$ cat src/regs_pkg.sv
// Constants and types for the converter/transmitter control and status registers
`default_nettype none
package regs_pkg;
	// ****************
	// Register offsets
	// ****************
	localparam logic [7:0] ADDR_XMIT_CONTROL_THREE = 8'h09;
	localparam logic [7:0] ADDR_CONVERTER_XMIT_STATUS = 8'h0A;
	localparam logic [7:0] ADDR_CONVERTER_XMIT_IRQ_MASK = 8'h0B;
	localparam logic [7:0] ADDR_CONVERTER_XMIT_IRQ_TRIGGER_MODE = 8'h0C;
	localparam logic [7:0] ADDR_RECEIVER_CONTROL_ONE = 8'h0D;

	// ****************
	// Field positions
	// ****************
	localparam int CU_SRC_LSB = 0;
	localparam int VALIDITY_SEL_BIT = 2;
	localparam int BUF_XFER_BIT = 0;
	localparam int SLIP_BIT = 1;
	localparam int READY_BIT = 4;
	localparam int RATIO_BIT = 5;
	localparam int RX_INPUT_LSB = 0;
	localparam int RX_REF_BIT = 3;
	localparam int RX_DISABLE_BIT = 4;

	// ****************
	// Event indices and reset values
	// ****************
	localparam int NUM_EVENTS = 4;
	localparam int EV_BUF_XFER = 0;
	localparam int EV_SLIP = 1;
	localparam int EV_READY = 2;
	localparam int EV_RATIO = 3;
	localparam logic [7:0] RST_XMIT_CONTROL_THREE = 8'h00;
	localparam logic [7:0] RST_IRQ_MASK = 8'h00;
	localparam logic [7:0] RST_IRQ_TRIGGER_MODE = 8'h00;
	localparam logic [7:0] RST_RECEIVER_CONTROL_ONE = 8'h00;
	localparam int CU_HOST_BYTES = 10;

	// ****************
	// Types
	// ****************
	typedef enum logic [1:0] {
		TRIG_RISE = 2'b00,
		TRIG_FALL = 2'b01,
		TRIG_LEVEL = 2'b10,
		TRIG_RSVD = 2'b11
	} trig_t;
	typedef enum logic [1:0] {
		CU_NONE = 2'b00,
		CU_HOST = 2'b01,
		CU_RECV = 2'b10,
		CU_MIXED = 2'b11
	} cu_src_t;
endpackage
`default_nettype wire

$ cat src/event_if.sv
// Interface between the register bank and one event detector
`timescale 1ns/100ps
`default_nettype none
interface event_if;
	import regs_pkg::*;
	logic cond;
	logic mask;
	logic ack;
	trig_t mode;
	logic flag;
	modport detector (input cond, input mask, input ack, input mode, output flag);
	modport bank (output cond, output mask, output ack, output mode, input flag);
endinterface
`default_nettype wire

$ cat src/event_detect.sv
// One status event: edge or level trigger, mask and read acknowledge
`timescale 1ns/100ps
`default_nettype none
module event_detect
	import regs_pkg::*;
(
	// Clock and reset
	input wire logic clk,
	input wire logic rst_n,
	// Event channel
	event_if.detector ev
);
	logic prev_ff;
	logic pending_ff;
	logic hit;

	// ****************
	// Trigger selection
	// ****************
	always_comb begin
		unique case (ev.mode)
			TRIG_RISE: hit = ev.cond & ~prev_ff;
			TRIG_FALL: hit = ~ev.cond & prev_ff;
			TRIG_LEVEL: hit = 1'b0;
			TRIG_RSVD: hit = 1'b0;
		endcase
	end

	always_ff @(posedge clk or negedge rst_n) begin
		if (!rst_n) begin
			prev_ff <= 1'b0;
		end else begin
			prev_ff <= ev.cond;
		end
	end

	// Set wins over acknowledge; mask gates the capture
	always_ff @(posedge clk or negedge rst_n) begin
		if (!rst_n) begin
			pending_ff <= 1'b0;
		end else if (hit && ev.mask) begin
			pending_ff <= 1'b1;
		end else if (ev.ack || !ev.mask || ev.mode == TRIG_LEVEL) begin
			pending_ff <= 1'b0;
		end
	end

	assign ev.flag = ev.mask & ((ev.mode == TRIG_LEVEL) ? ev.cond : pending_ff);
endmodule
`default_nettype wire

$ cat src/cu_user_buffer.sv
// Transmitter user-access buffer for channel status and user data
`timescale 1ns/100ps
`default_nettype none
module cu_user_buffer
	import regs_pkg::*;
#(
	parameter int BYTES = 24,
	parameter int AW = 5
) (
	// Clock and reset
	input wire logic clk,
	input wire logic rst_n,
	// Source select
	input wire cu_src_t src,
	// Host writes
	input wire logic host_wr,
	input wire logic [AW-1:0] host_idx,
	input wire logic [7:0] host_data,
	// Receiver-access buffer writes
	input wire logic recv_wr,
	input wire logic [AW-1:0] recv_idx,
	input wire logic [7:0] recv_data,
	// Read port
	input wire logic [AW-1:0] rd_idx,
	output logic [7:0] rd_data_ff
);
	localparam logic [AW-1:0] HOST_LIMIT = AW'(CU_HOST_BYTES);
	logic [7:0] mem [BYTES];
	logic host_ok;
	logic recv_ok;

	// ****************
	// Source gating
	// ****************
	always_comb begin
		host_ok = 1'b0;
		recv_ok = 1'b0;
		unique case (src)
			CU_NONE: ;
			CU_HOST: host_ok = host_wr;
			CU_RECV: recv_ok = recv_wr;
			CU_MIXED: begin
				host_ok = host_wr && host_idx < HOST_LIMIT;
				recv_ok = recv_wr && recv_idx >= HOST_LIMIT;
			end
		endcase
	end

	always_ff @(posedge clk) begin
		if (host_ok && int'(host_idx) < BYTES) begin
			mem[host_idx] <= host_data;
		end
		if (recv_ok && int'(recv_idx) < BYTES && !(host_ok && host_idx == recv_idx)) begin
			mem[recv_idx] <= recv_data;
		end
	end

	always_ff @(posedge clk or negedge rst_n) begin
		if (!rst_n) begin
			rd_data_ff <= 8'h00;
		end else if (int'(rd_idx) < BYTES) begin
			rd_data_ff <= mem[rd_idx];
		end else begin
			rd_data_ff <= 8'h00;
		end
	end
endmodule
`default_nettype wire

$ cat src/xmit_src_irq_and_rx_select_regs.sv
// Converter and transmitter status, interrupt and receiver select registers
`timescale 1ns/100ps
`default_nettype none
module xmit_src_irq_and_rx_select_regs
	import regs_pkg::*;
#(
	parameter int CU_BYTES = 24,
	parameter int CU_AW = 5
) (
	// Clock and reset
	input wire logic clk,
	input wire logic rst_n,
	// Host register port
	input wire logic reg_wr,
	input wire logic reg_rd,
	input wire logic [7:0] reg_addr,
	input wire logic [7:0] reg_wdata,
	output logic [7:0] reg_rdata,
	// Fields held in other control registers
	input wire logic validity_data,
	input wire logic block_start_or_slip_sel,
	input wire logic xmit_transfer_disable,
	// Transmitter and converter events
	input wire logic ua_to_ta_done,
	input wire logic data_slip,
	input wire logic block_start,
	input wire logic in_rate_fast_done,
	input wire logic out_rate_fast_done,
	input wire logic in_rate_above_out,
	// Validity path
	input wire logic rx_validity,
	output logic tx_validity,
	// Interrupt and summary status
	output logic irq_n,
	output logic xmit_summary,
	output logic converter_summary,
	// Transmitter user-access buffer
	input wire logic cu_host_wr,
	input wire logic [CU_AW-1:0] cu_host_idx,
	input wire logic [7:0] cu_host_data,
	input wire logic cu_recv_wr,
	input wire logic [CU_AW-1:0] cu_recv_idx,
	input wire logic [7:0] cu_recv_data,
	input wire logic [CU_AW-1:0] cu_rd_idx,
	output logic [7:0] cu_rd_data,
	// Receiver selection
	input wire logic [3:0] rx_line,
	output logic rx_core_data,
	input wire logic receiver_clock_input,
	input wire logic master_clock_input,
	output logic pll1_reference,
	output logic receiver_copy_en
);
	// ****************
	// Register state
	// ****************
	logic [7:0] xmit_control_three_ff;
	logic [7:0] converter_xmit_irq_mask_ff;
	logic [7:0] converter_xmit_irq_trigger_mode_ff;
	logic [7:0] receiver_control_one_ff;
	logic [7:0] converter_xmit_status;
	logic irq_n_ff;
	logic xmit_summary_ff;
	logic converter_summary_ff;
	logic status_ack;
	logic [NUM_EVENTS-1:0] ev_flag;
	logic [NUM_EVENTS-1:0] ev_cond;
	logic [5:0] raw_evt;
	logic [5:0] evt_meta_ff;
	logic [5:0] evt_sync_ff;
	logic xfer_done_sync;
	logic data_slip_sync;
	logic block_start_sync;
	logic in_fast_sync;
	logic out_fast_sync;
	logic rate_above_sync;

	// Decoded fields
	cu_src_t xmit_cu_source_sel;
	logic validity_source_sel;
	logic [1:0] receiver_input_sel;
	logic receiver_reference_sel;
	logic receiver_transfer_disable;

	// ****************
	// Address decode
	// ****************
	function automatic logic hit(input logic [7:0] addr, input logic [7:0] target);
		hit = (addr == target);
	endfunction

	// ****************
	// Event bit mapping
	// ****************
	// Status and mask bit that belongs to each event
	function automatic int ev_bit(input int e);
		unique case (e)
			EV_BUF_XFER: ev_bit = BUF_XFER_BIT;
			EV_SLIP: ev_bit = SLIP_BIT;
			EV_READY: ev_bit = READY_BIT;
			default: ev_bit = RATIO_BIT;
		endcase
	endfunction

	// ****************
	// Register writes
	// ****************
	always_ff @(posedge clk or negedge rst_n) begin
		if (!rst_n) begin
			xmit_control_three_ff <= RST_XMIT_CONTROL_THREE;
		end else if (reg_wr && hit(reg_addr, ADDR_XMIT_CONTROL_THREE)) begin
			xmit_control_three_ff <= {5'h00, reg_wdata[2:0]};
		end
	end

	always_ff @(posedge clk or negedge rst_n) begin
		if (!rst_n) begin
			converter_xmit_irq_mask_ff <= RST_IRQ_MASK;
		end else if (reg_wr && hit(reg_addr, ADDR_CONVERTER_XMIT_IRQ_MASK)) begin
			for (int e = 0; e < NUM_EVENTS; e++) begin
				converter_xmit_irq_mask_ff[ev_bit(e)] <= reg_wdata[ev_bit(e)];
			end
		end
	end

	always_ff @(posedge clk or negedge rst_n) begin
		if (!rst_n) begin
			converter_xmit_irq_trigger_mode_ff <= RST_IRQ_TRIGGER_MODE;
		end else if (reg_wr && hit(reg_addr, ADDR_CONVERTER_XMIT_IRQ_TRIGGER_MODE)) begin
			converter_xmit_irq_trigger_mode_ff <= reg_wdata;
		end
	end

	always_ff @(posedge clk or negedge rst_n) begin
		if (!rst_n) begin
			receiver_control_one_ff <= RST_RECEIVER_CONTROL_ONE;
		end else if (reg_wr && hit(reg_addr, ADDR_RECEIVER_CONTROL_ONE)) begin
			receiver_control_one_ff <= {3'h0, reg_wdata[4:3], 1'b0, reg_wdata[1:0]};
		end
	end

	// ****************
	// Field extraction
	// ****************
	assign xmit_cu_source_sel = cu_src_t'(xmit_control_three_ff[CU_SRC_LSB +: 2]);
	assign validity_source_sel = xmit_control_three_ff[VALIDITY_SEL_BIT];
	assign receiver_input_sel = receiver_control_one_ff[RX_INPUT_LSB +: 2];
	assign receiver_reference_sel = receiver_control_one_ff[RX_REF_BIT];
	assign receiver_transfer_disable = receiver_control_one_ff[RX_DISABLE_BIT];

	// ****************
	// Validity source
	// ****************
	// Combinational so the received bit passes without delay
	always_comb begin
		if (validity_source_sel) begin
			tx_validity = rx_validity;
		end else begin
			tx_validity = validity_data;
		end
	end

	// ****************
	// Event input synchronisers
	// ****************
	// Events arrive from the transmitter and converter clocks
	assign raw_evt = {in_rate_above_out, out_rate_fast_done, in_rate_fast_done,
		block_start, data_slip, ua_to_ta_done};

	always_ff @(posedge clk or negedge rst_n) begin
		if (!rst_n) begin
			evt_meta_ff <= 6'h00;
			evt_sync_ff <= 6'h00;
		end else begin
			evt_meta_ff <= raw_evt;
			evt_sync_ff <= evt_meta_ff;
		end
	end

	// Only the second stage is read
	assign {rate_above_sync, out_fast_sync, in_fast_sync,
		block_start_sync, data_slip_sync, xfer_done_sync} = evt_sync_ff;

	// ****************
	// Event conditions
	// ****************
	assign ev_cond[EV_BUF_XFER] = xfer_done_sync & ~xmit_transfer_disable;
	assign ev_cond[EV_SLIP] = block_start_or_slip_sel ? block_start_sync : data_slip_sync;
	assign ev_cond[EV_READY] = in_fast_sync & out_fast_sync;
	assign ev_cond[EV_RATIO] = rate_above_sync;

	// Status read acknowledges pending edge events
	assign status_ack = reg_rd && hit(reg_addr, ADDR_CONVERTER_XMIT_STATUS);

	// ****************
	// Event detectors
	// ****************
	genvar gi;
	generate
		for (gi = 0; gi < NUM_EVENTS; gi++) begin : g_ev
			localparam int BITPOS = ev_bit(gi);
			event_if ev_link ();
			assign ev_link.cond = ev_cond[gi];
			assign ev_link.mask = converter_xmit_irq_mask_ff[BITPOS];
			assign ev_link.mode = trig_t'(converter_xmit_irq_trigger_mode_ff[2*gi +: 2]);
			assign ev_link.ack = status_ack;
			assign ev_flag[gi] = ev_link.flag;
			event_detect u_event_detect (
				.clk(clk),
				.rst_n(rst_n),
				.ev(ev_link)
			);
		end
	endgenerate

	// ****************
	// Status register
	// ****************
	always_comb begin
		converter_xmit_status = 8'h00;
		converter_xmit_status[BUF_XFER_BIT] = ev_flag[EV_BUF_XFER];
		converter_xmit_status[SLIP_BIT] = ev_flag[EV_SLIP];
		converter_xmit_status[READY_BIT] = ev_flag[EV_READY];
		converter_xmit_status[RATIO_BIT] = ev_flag[EV_RATIO];
	end

	// ****************
	// Interrupt and summary outputs
	// ****************
	always_ff @(posedge clk or negedge rst_n) begin
		if (!rst_n) begin
			xmit_summary_ff <= 1'b0;
		end else begin
			xmit_summary_ff <= ev_flag[EV_BUF_XFER] | ev_flag[EV_SLIP];
		end
	end

	always_ff @(posedge clk or negedge rst_n) begin
		if (!rst_n) begin
			converter_summary_ff <= 1'b0;
		end else begin
			converter_summary_ff <= ev_flag[EV_READY] | ev_flag[EV_RATIO];
		end
	end

	always_ff @(posedge clk or negedge rst_n) begin
		if (!rst_n) begin
			irq_n_ff <= 1'b1;
		end else begin
			irq_n_ff <= ~(|ev_flag);
		end
	end

	assign irq_n = irq_n_ff;
	assign xmit_summary = xmit_summary_ff;
	assign converter_summary = converter_summary_ff;

	// ****************
	// Register read
	// ****************
	// Unmapped offsets read as zero; status has no write path
	always_comb begin
		reg_rdata = 8'h00;
		if (hit(reg_addr, ADDR_XMIT_CONTROL_THREE)) begin
			reg_rdata = xmit_control_three_ff;
		end else if (hit(reg_addr, ADDR_CONVERTER_XMIT_STATUS)) begin
			reg_rdata = converter_xmit_status;
		end else if (hit(reg_addr, ADDR_CONVERTER_XMIT_IRQ_MASK)) begin
			reg_rdata = converter_xmit_irq_mask_ff;
		end else if (hit(reg_addr, ADDR_CONVERTER_XMIT_IRQ_TRIGGER_MODE)) begin
			reg_rdata = converter_xmit_irq_trigger_mode_ff;
		end else if (hit(reg_addr, ADDR_RECEIVER_CONTROL_ONE)) begin
			reg_rdata = receiver_control_one_ff;
		end
	end

	// ****************
	// Transmitter user-access buffer
	// ****************
	// Nothing is stored until the host picks a non-zero source
	cu_user_buffer #(
		.BYTES(CU_BYTES),
		.AW(CU_AW)
	) u_cu_user_buffer (
		.clk(clk),
		.rst_n(rst_n),
		.src(xmit_cu_source_sel),
		.host_wr(cu_host_wr),
		.host_idx(cu_host_idx),
		.host_data(cu_host_data),
		.recv_wr(cu_recv_wr),
		.recv_idx(cu_recv_idx),
		.recv_data(cu_recv_data),
		.rd_idx(cu_rd_idx),
		.rd_data_ff(cu_rd_data)
	);

	// ****************
	// Receiver input and reference selection
	// ****************
	always_comb begin
		unique case (receiver_input_sel)
			2'b00: rx_core_data = rx_line[0];
			2'b01: rx_core_data = rx_line[1];
			2'b10: rx_core_data = rx_line[2];
			2'b11: rx_core_data = rx_line[3];
		endcase
	end

	always_comb begin
		if (receiver_reference_sel) begin
			pll1_reference = master_clock_input;
		end else begin
			pll1_reference = receiver_clock_input;
		end
	end

	// ****************
	// Receiver buffer copy control
	// ****************
	// Host may freeze copies for a stable read
	assign receiver_copy_en = ~receiver_transfer_disable;
endmodule
`default_nettype wire

$ cat config.mk
export PLATFORM = sky130hd
export DESIGN_NAME = xmit_src_irq_and_rx_select_regs
export DESIGN_NICKNAME = d
export VERILOG_FILES = /design/src/regs_pkg.sv /design/src/event_if.sv /design/src/event_detect.sv /design/src/cu_user_buffer.sv /design/src/xmit_src_irq_and_rx_select_regs.sv
export SDC_FILE = /design/constraint.sdc
export NUM_CORES = 1
export LEC_CHECK = 0
export BUFFER_PORTS_ARGS = -buffer_cell sky130_fd_sc_hd__buf_4
export CAP_MARGIN = 5
export CORE_MARGIN = 2
export CORE_UTILIZATION = 65
export CTS_CLUSTER_SIZE = 28
export DETAILED_ROUTE_END_ITERATION = 16
export PLACE_DENSITY_LB_ADDON = 0.2
export SYNTH_ARGS = -nofsm -noshare
export SYNTH_HDL_FRONTEND = slang
export SYNTH_HIERARCHICAL = 1
export SYNTH_SLANG_ARGS = --single-unit
$ cat constraint.sdc
create_clock -name clk -period 3.4 [get_ports clk]
set_input_delay 0 -clock clk [delete_from_list [all_inputs] [get_ports clk]]
set_output_delay 0 -clock clk [all_outputs]
set_load 0.05 [all_outputs]
# [Word-level counts from Yosys, hierarchy flattened]
# Memory sizes are Yosys's and may differ from the RTL's.
# Index checks and enable logic that the tools add are counted.
[word_totals] inputBits=69 latchBits=0 output_inout_bits=23 romBits=0 ramBits=192 register_bits=54 mem_count=1 elab_cells=189
[memory_table] memory="u_cu_user_buffer.mem" depth=24 width=8 rd=1 rd_clocked_by_memory_dff=0 write_ports=2 line_no="cu_user_buffer.sv:28" text="logic [7:0] mem [BYTES];"
[op_classes] magnitude_cmp=13 n_div=0 bitwise=27 n_reduce_logical=46 shifts=0 n_eq_ne=24 addsub=0 mux=60 multipliers=0
[op_table] operator="$ge A32 B1 Y1 const B" count=4
[op_table] operator="$lt A32 B5 Y1 const B" count=4
[op_table] operator="$mux W32" count=4
[op_table] operator="$eq A8 B4 Y1 const B" count=5
[op_table] operator="$mux W8" count=5
[op_table] operator="$bwmux W8" count=4
[op_table] operator="$mux W1" count=31
[op_table] operator="$eq A2 B2 Y1 const B" count=12
[op_table] operator="$logic_and A1 B1 Y1" count=19
[op_table] operator="$lt A5 B5 Y1 const B" count=3
[op_table] operator="$and A1 B1 Y1" count=14
[op_table] operator="$bmux W1 S3" count=4
[op_table] operator="$demux W1 S3" count=4
[op_table] operator="$eq A2 B1 Y1 const B" count=6
[op_table] operator="$pmux W1 S3" count=4
[op_table] operator="$not A1 Y1" count=11
[op_table] operator="$logic_not A2 Y1" count=5
[op_table] operator="$logic_or A1 B1 Y1" count=8
[op_table] operator="$reduce_bool A2 Y1" count=4
[op_table] operator="$reduce_or A2 Y1" count=4
[op_table] operator="$eq A5 B5 Y1" count=1
[op_table] operator="$ge A5 B4 Y1 const B" count=1
[op_table] operator="$logic_not A1 Y1" count=5
[op_table] operator="$lt A5 B4 Y1 const B" count=1
[op_table] operator="5 further kinds" count=7

# [Depth between registers and ports, before layout]
[logic_depth] ltp_word=11 ltp_mapped=8 mapped_depth_nobuf=6

# [Modules after synthesis]
# Netlist, hierarchy kept.
[modules_own_cells] module="cu_user_buffer" cells_per_inst=705 seq_area_each_um2=5965.7 instances=1 area_per_inst_um2=10431.3
[modules_own_cells] module="xmit_src_irq_and_rx_select_regs" cells_per_inst=116 seq_area_each_um2=852.1 instances=1 area_per_inst_um2=1545.2
[modules_own_cells] module="event_detect" cells_per_inst=11 seq_area_each_um2=50.0 instances=4 area_per_inst_um2=113.9

# [Least setup slack after synthesis]
# Ideal clock, no wire load.
[synth_timing] path_kind="register to output" from="register converter_xmit_irq_trigger_mode_ff[4]" to="output reg_rdata[4]" setup_slack_ns=1.025 t_required_ns=3.400 path_buffers=0 arrival_ns=2.375 path_stages_with_launch=6 cell_sequence="dfrtp_1 -> nand2b_1 -> mux2i_1 -> nor2b_1 -> nor3_1 -> nor4_1"
[synth_via] elab_chain_len=5 word_cells_on_any_way=7 classes_between="1 x eq/ne; 5 x mux; 1 x bitwise"
[synth_lines] element="start: declaration" line_no="xmit_src_irq_and_rx_select_regs.sv:59" text="logic [7:0] converter_xmit_irq_trigger_mode_ff;"
[synth_lines] element="start signal: assignment" line_no="xmit_src_irq_and_rx_select_regs.sv:130" text="converter_xmit_irq_trigger_mode_ff <= reg_wdata;"
[synth_lines] element="$eq A2 B2 Y1" line_no="event_detect.sv:48" text="assign ev.flag = ev.mask & ((ev.mode == TRIG_LEVEL) ? ev.cond : pending_ff);"
[synth_lines] element="$mux W1" line_no="event_detect.sv:48"
[synth_lines] element="$and A1 B1 Y1" line_no="event_detect.sv:48"
[synth_lines] element="net g_ev[2].ev_link.flag" line_no="event_if.sv:10" text="logic flag;"
[synth_lines] element="$mux W8" line_no="xmit_src_irq_and_rx_select_regs.sv:266" text="end else if (hit(reg_addr, ADDR_CONVERTER_XMIT_STATUS)) begin"
[synth_lines] element="$mux W8" line_no="xmit_src_irq_and_rx_select_regs.sv:264" text="if (hit(reg_addr, ADDR_XMIT_CONTROL_THREE)) begin"
[synth_lines] element="end: declaration" line_no="xmit_src_irq_and_rx_select_regs.sv:18" text="output logic [7:0] reg_rdata,"
# The timed path passes the listed nets, and every way through them passes these cells.

==> results.sh <==
export IMPL_cts_buffer_depth=3
export IMPL_core_area_um2=18700
export IMPL_synth_ff_type="edfxtp_1"
export IMPL_setup_viol=0
export IMPL_cts_tree="built"
export IMPL_worstPathCellList="nor4b_1 -> nand2_1 -> o31ai_1 -> dlygate4sd3_1"
export IMPL_grt_max_degree=51
export IMPL_post_dp_cell_area_um2=13200
export IMPL_io_buffer_count=91
export IMPL_cts_sinks=242
export IMPL_layout_common_cells="214 x mux2_2, 192 x edfxtp_1, 106 x buf_4, 71 x mux2i_1, 49 x dfrtp_1"
export IMPL_cap_violations=0
export IMPL_cp_data_arrival_time_ns=3.02
export IMPL_antenna_found_initial=1
export IMPL_syn_avg_cell_area_um2=14.4
export IMPL_post_route_period_util=0.821
export IMPL_cts_clk_slew_worst_paths_ns=0.06
export IMPL_yosysSeqAreaShare=0.565
export IMPL_critical_path_max_stage_delay_ns=0.70
export IMPL_critPathSlowestCell="nor4b_1"
export IMPL_drc_errors=0
export IMPL_synthCells=865
export IMPL_timing_fmax_ghz=0.358
export IMPL_yosys_area_top_type="edfxtp_1"
export IMPL_syn_to_final_growth_pct=14.4
export IMPL_fin_nets=1024
export IMPL_wire_per_inst_um=26.6
export IMPL_slew_headroom=0.216
export IMPL_worstPathMaxFanout=9
export IMPL_pre_cts_slack_ns=0.748
export IMPL_overflow=0
export IMPL_ios=92
export IMPL_ys_seq_elements=242
export IMPL_cp_end_kind="register"
export IMPL_crit_type="reg -> reg"
export IMPL_clock_skew_ns=0.00731
export IMPL_async_flop_share=0.207
export IMPL_synth_fp_nets=934
export IMPL_slew_violations=0
export IMPL_finalWorstPathRequiredPeriod_ns=2.79
export IMPL_grt_total_usage=0.322
export IMPL_synth_edf_count=192
export IMPL_grt_pass1_vias=8358
export IMPL_dieArea_um2=20200
export IMPL_layout_drive_gt1_share=0.400
export IMPL_num_vias=8259
export IMPL_fin_ws_ns=0.607
export IMPL_dp_cells=1138
export IMPL_drtIter0Drc=773
export IMPL_tightest_slew_ns=1.16
export IMPL_pwr_density_cell_nw_per_um2=455
export IMPL_layoutNonFillerInstCount=1207
export IMPL_start_util=0.665
export IMPL_gp_congestion=0.926
export IMPL_grt_pass1_wl_um=48500
export IMPL_post_route_util=0.761
export IMPL_cts_root_buf="clkbuf_16"
export IMPL_critPathTopFamily="simple AND/OR/NAND/NOR gates"
export IMPL_row_count=50
export IMPL_hold_viol=0
export IMPL_worst_ep_required_time_ns=3.63
export IMPL_status="completed"
export IMPL_ant_nets=0
export IMPL_htree_levels=1
export IMPL_fin_tns_setup_ns=0
export IMPL_grt_setup_unrepaired="no"
export IMPL_postCtsSetupBuffers=0
export IMPL_leakagePower_nw=5.29
export IMPL_routed_via_density=6.84
export IMPL_cp_num_buf_inv=1
export IMPL_final_common_cell="mux2_2"
export IMPL_design_area_um2=14200
export IMPL_synthTopCellsByArea="edfxtp_1 46%, mux2_2 19%, dfrtp_1 9.9%, mux2i_1 5.7%, mux4_2 3.1%"
export IMPL_nFillCells=1107
export IMPL_die_width_um=142
export IMPL_drt_pass1_iter_count=6
export IMPL_totalWireLength_um=32100
export IMPL_synth_top_area_frac=0.464
export IMPL_synth_cell_types=53
export IMPL_crit_path_start_kind="register"
export IMPL_hold_path_class="in -> reg"
export IMPL_ys_warn_count=6
export IMPL_ir_worst_vdd_v=0.000415
export IMPL_cts_made_buffers=25
export IMPL_die_h_um=142
export IMPL_clk_latency_ns=0.52
export IMPL_p_total_mw=6.48
export IMPL_dp_hpwl_um=20800
export IMPL_syn_cell_area_um2=12400
export IMPL_whs_ns=0.0258
Yosys cell counts (11+ instances only):
library cell,instances
nand3_1,24
edfxtp_1,192
o21bai_1,11
mux2i_1,71
a22oi_1,25
dfrtp_1,49
mux4_2,17
o21ai_0,18
nand2b_1,15
nand2_1,24
nor3b_1,12
mux2_2,214
clkbuf_1,51
nor2b_1,20
power by group:
part | switching, mW | internal [mW] | total [mW]
Clock | 1.08 | 1.50 | 2.58
Sequential | 0.0234 | 3.23 | 3.26
Combinational | 0.370 | 0.274 | 0.644
repair_timing:
action / 4_1_cts / 5_1_grt
endpoints found under the hold margin: 82 / 2
gates resized for setup: 0 / 0
hold buffers: 21 / 2
worst reg2reg max path, stage by stage, from the launching register on:
cell and delay, ns:
dfrtp_1 0.49, nor4b_1 0.70, nand2_1 0.43, o31ai_1 0.23
dlygate4sd3_1 0.65
flip-flops by register name (all words and copies together), names as in the netlist, 3 cells and up:
name / flops
converter_xmit_irq_mask_ff: 4
converter_xmit_irq_trigger_mode_ff: 8
evt_meta_ff: 6
evt_sync_ff: 6
g_ev.u_event_detect/pending_ff: 4
g_ev.u_event_detect/prev_ff: 4
receiver_control_one_ff: 4
u_cu_user_buffer/mem: 192
u_cu_user_buffer/rd_data_ff: 8
xmit_control_three_ff: 3
layout make-up:
class,count,area [um2],area share
clock inverter,13,111,0.00783
multi-input combinational,553,5110,0.359
timing repair buffer,130,1030,0.0725
sequential,242,7020,0.493
antenna,1,2.50,0.000176
inverter,3,11.3,0.000791
clock buffer,31,648,0.0456
tap,234,293,0.0206
layer usage:
metal | track usage | wire, um | up-vias
met4 | 0.133 | 1240 | 0
li1 | - | - | 3536
met3 | 0.0515 | 3130 | 89
met1 | 0.431 | 12200 | 4085
met2 | 0.532 | 15500 | 549
met5 | 0 | 0 | -
final timing paths:
check                                         start                              to  slack, ns  depth (start not counted)
min in group asynchronous                     rst_n                  evt_sync_ff[4]       0.05                          2
setup / recovery           xmit_control_three_ff[0]      u_cu_user_buffer/mem[4][2]       0.61                          4
setup reg to reg           xmit_control_three_ff[0]      u_cu_user_buffer/mem[4][2]       0.61                          4
hold reg to reg                      evt_meta_ff[0]                  evt_sync_ff[0]       0.35                          0
hold / removal                       cu_recv_idx[0]     u_cu_user_buffer/mem[16][4]       0.03                          3
max in group asynchronous                     rst_n  u_cu_user_buffer/rd_data_ff[7]       2.91                          2
kinds of logic (layout without fill, tap and decap cells):
group	Yosys count	count (layout)	synth area share
other cells	0	1	0
flops	242	242	0.565
compound gates	90	90	0.0485
mux	302	302	0.282
simple gates	161	161	0.0809
buf+inv	70	177	0.0243
Power figures use the tool's default switching activity.
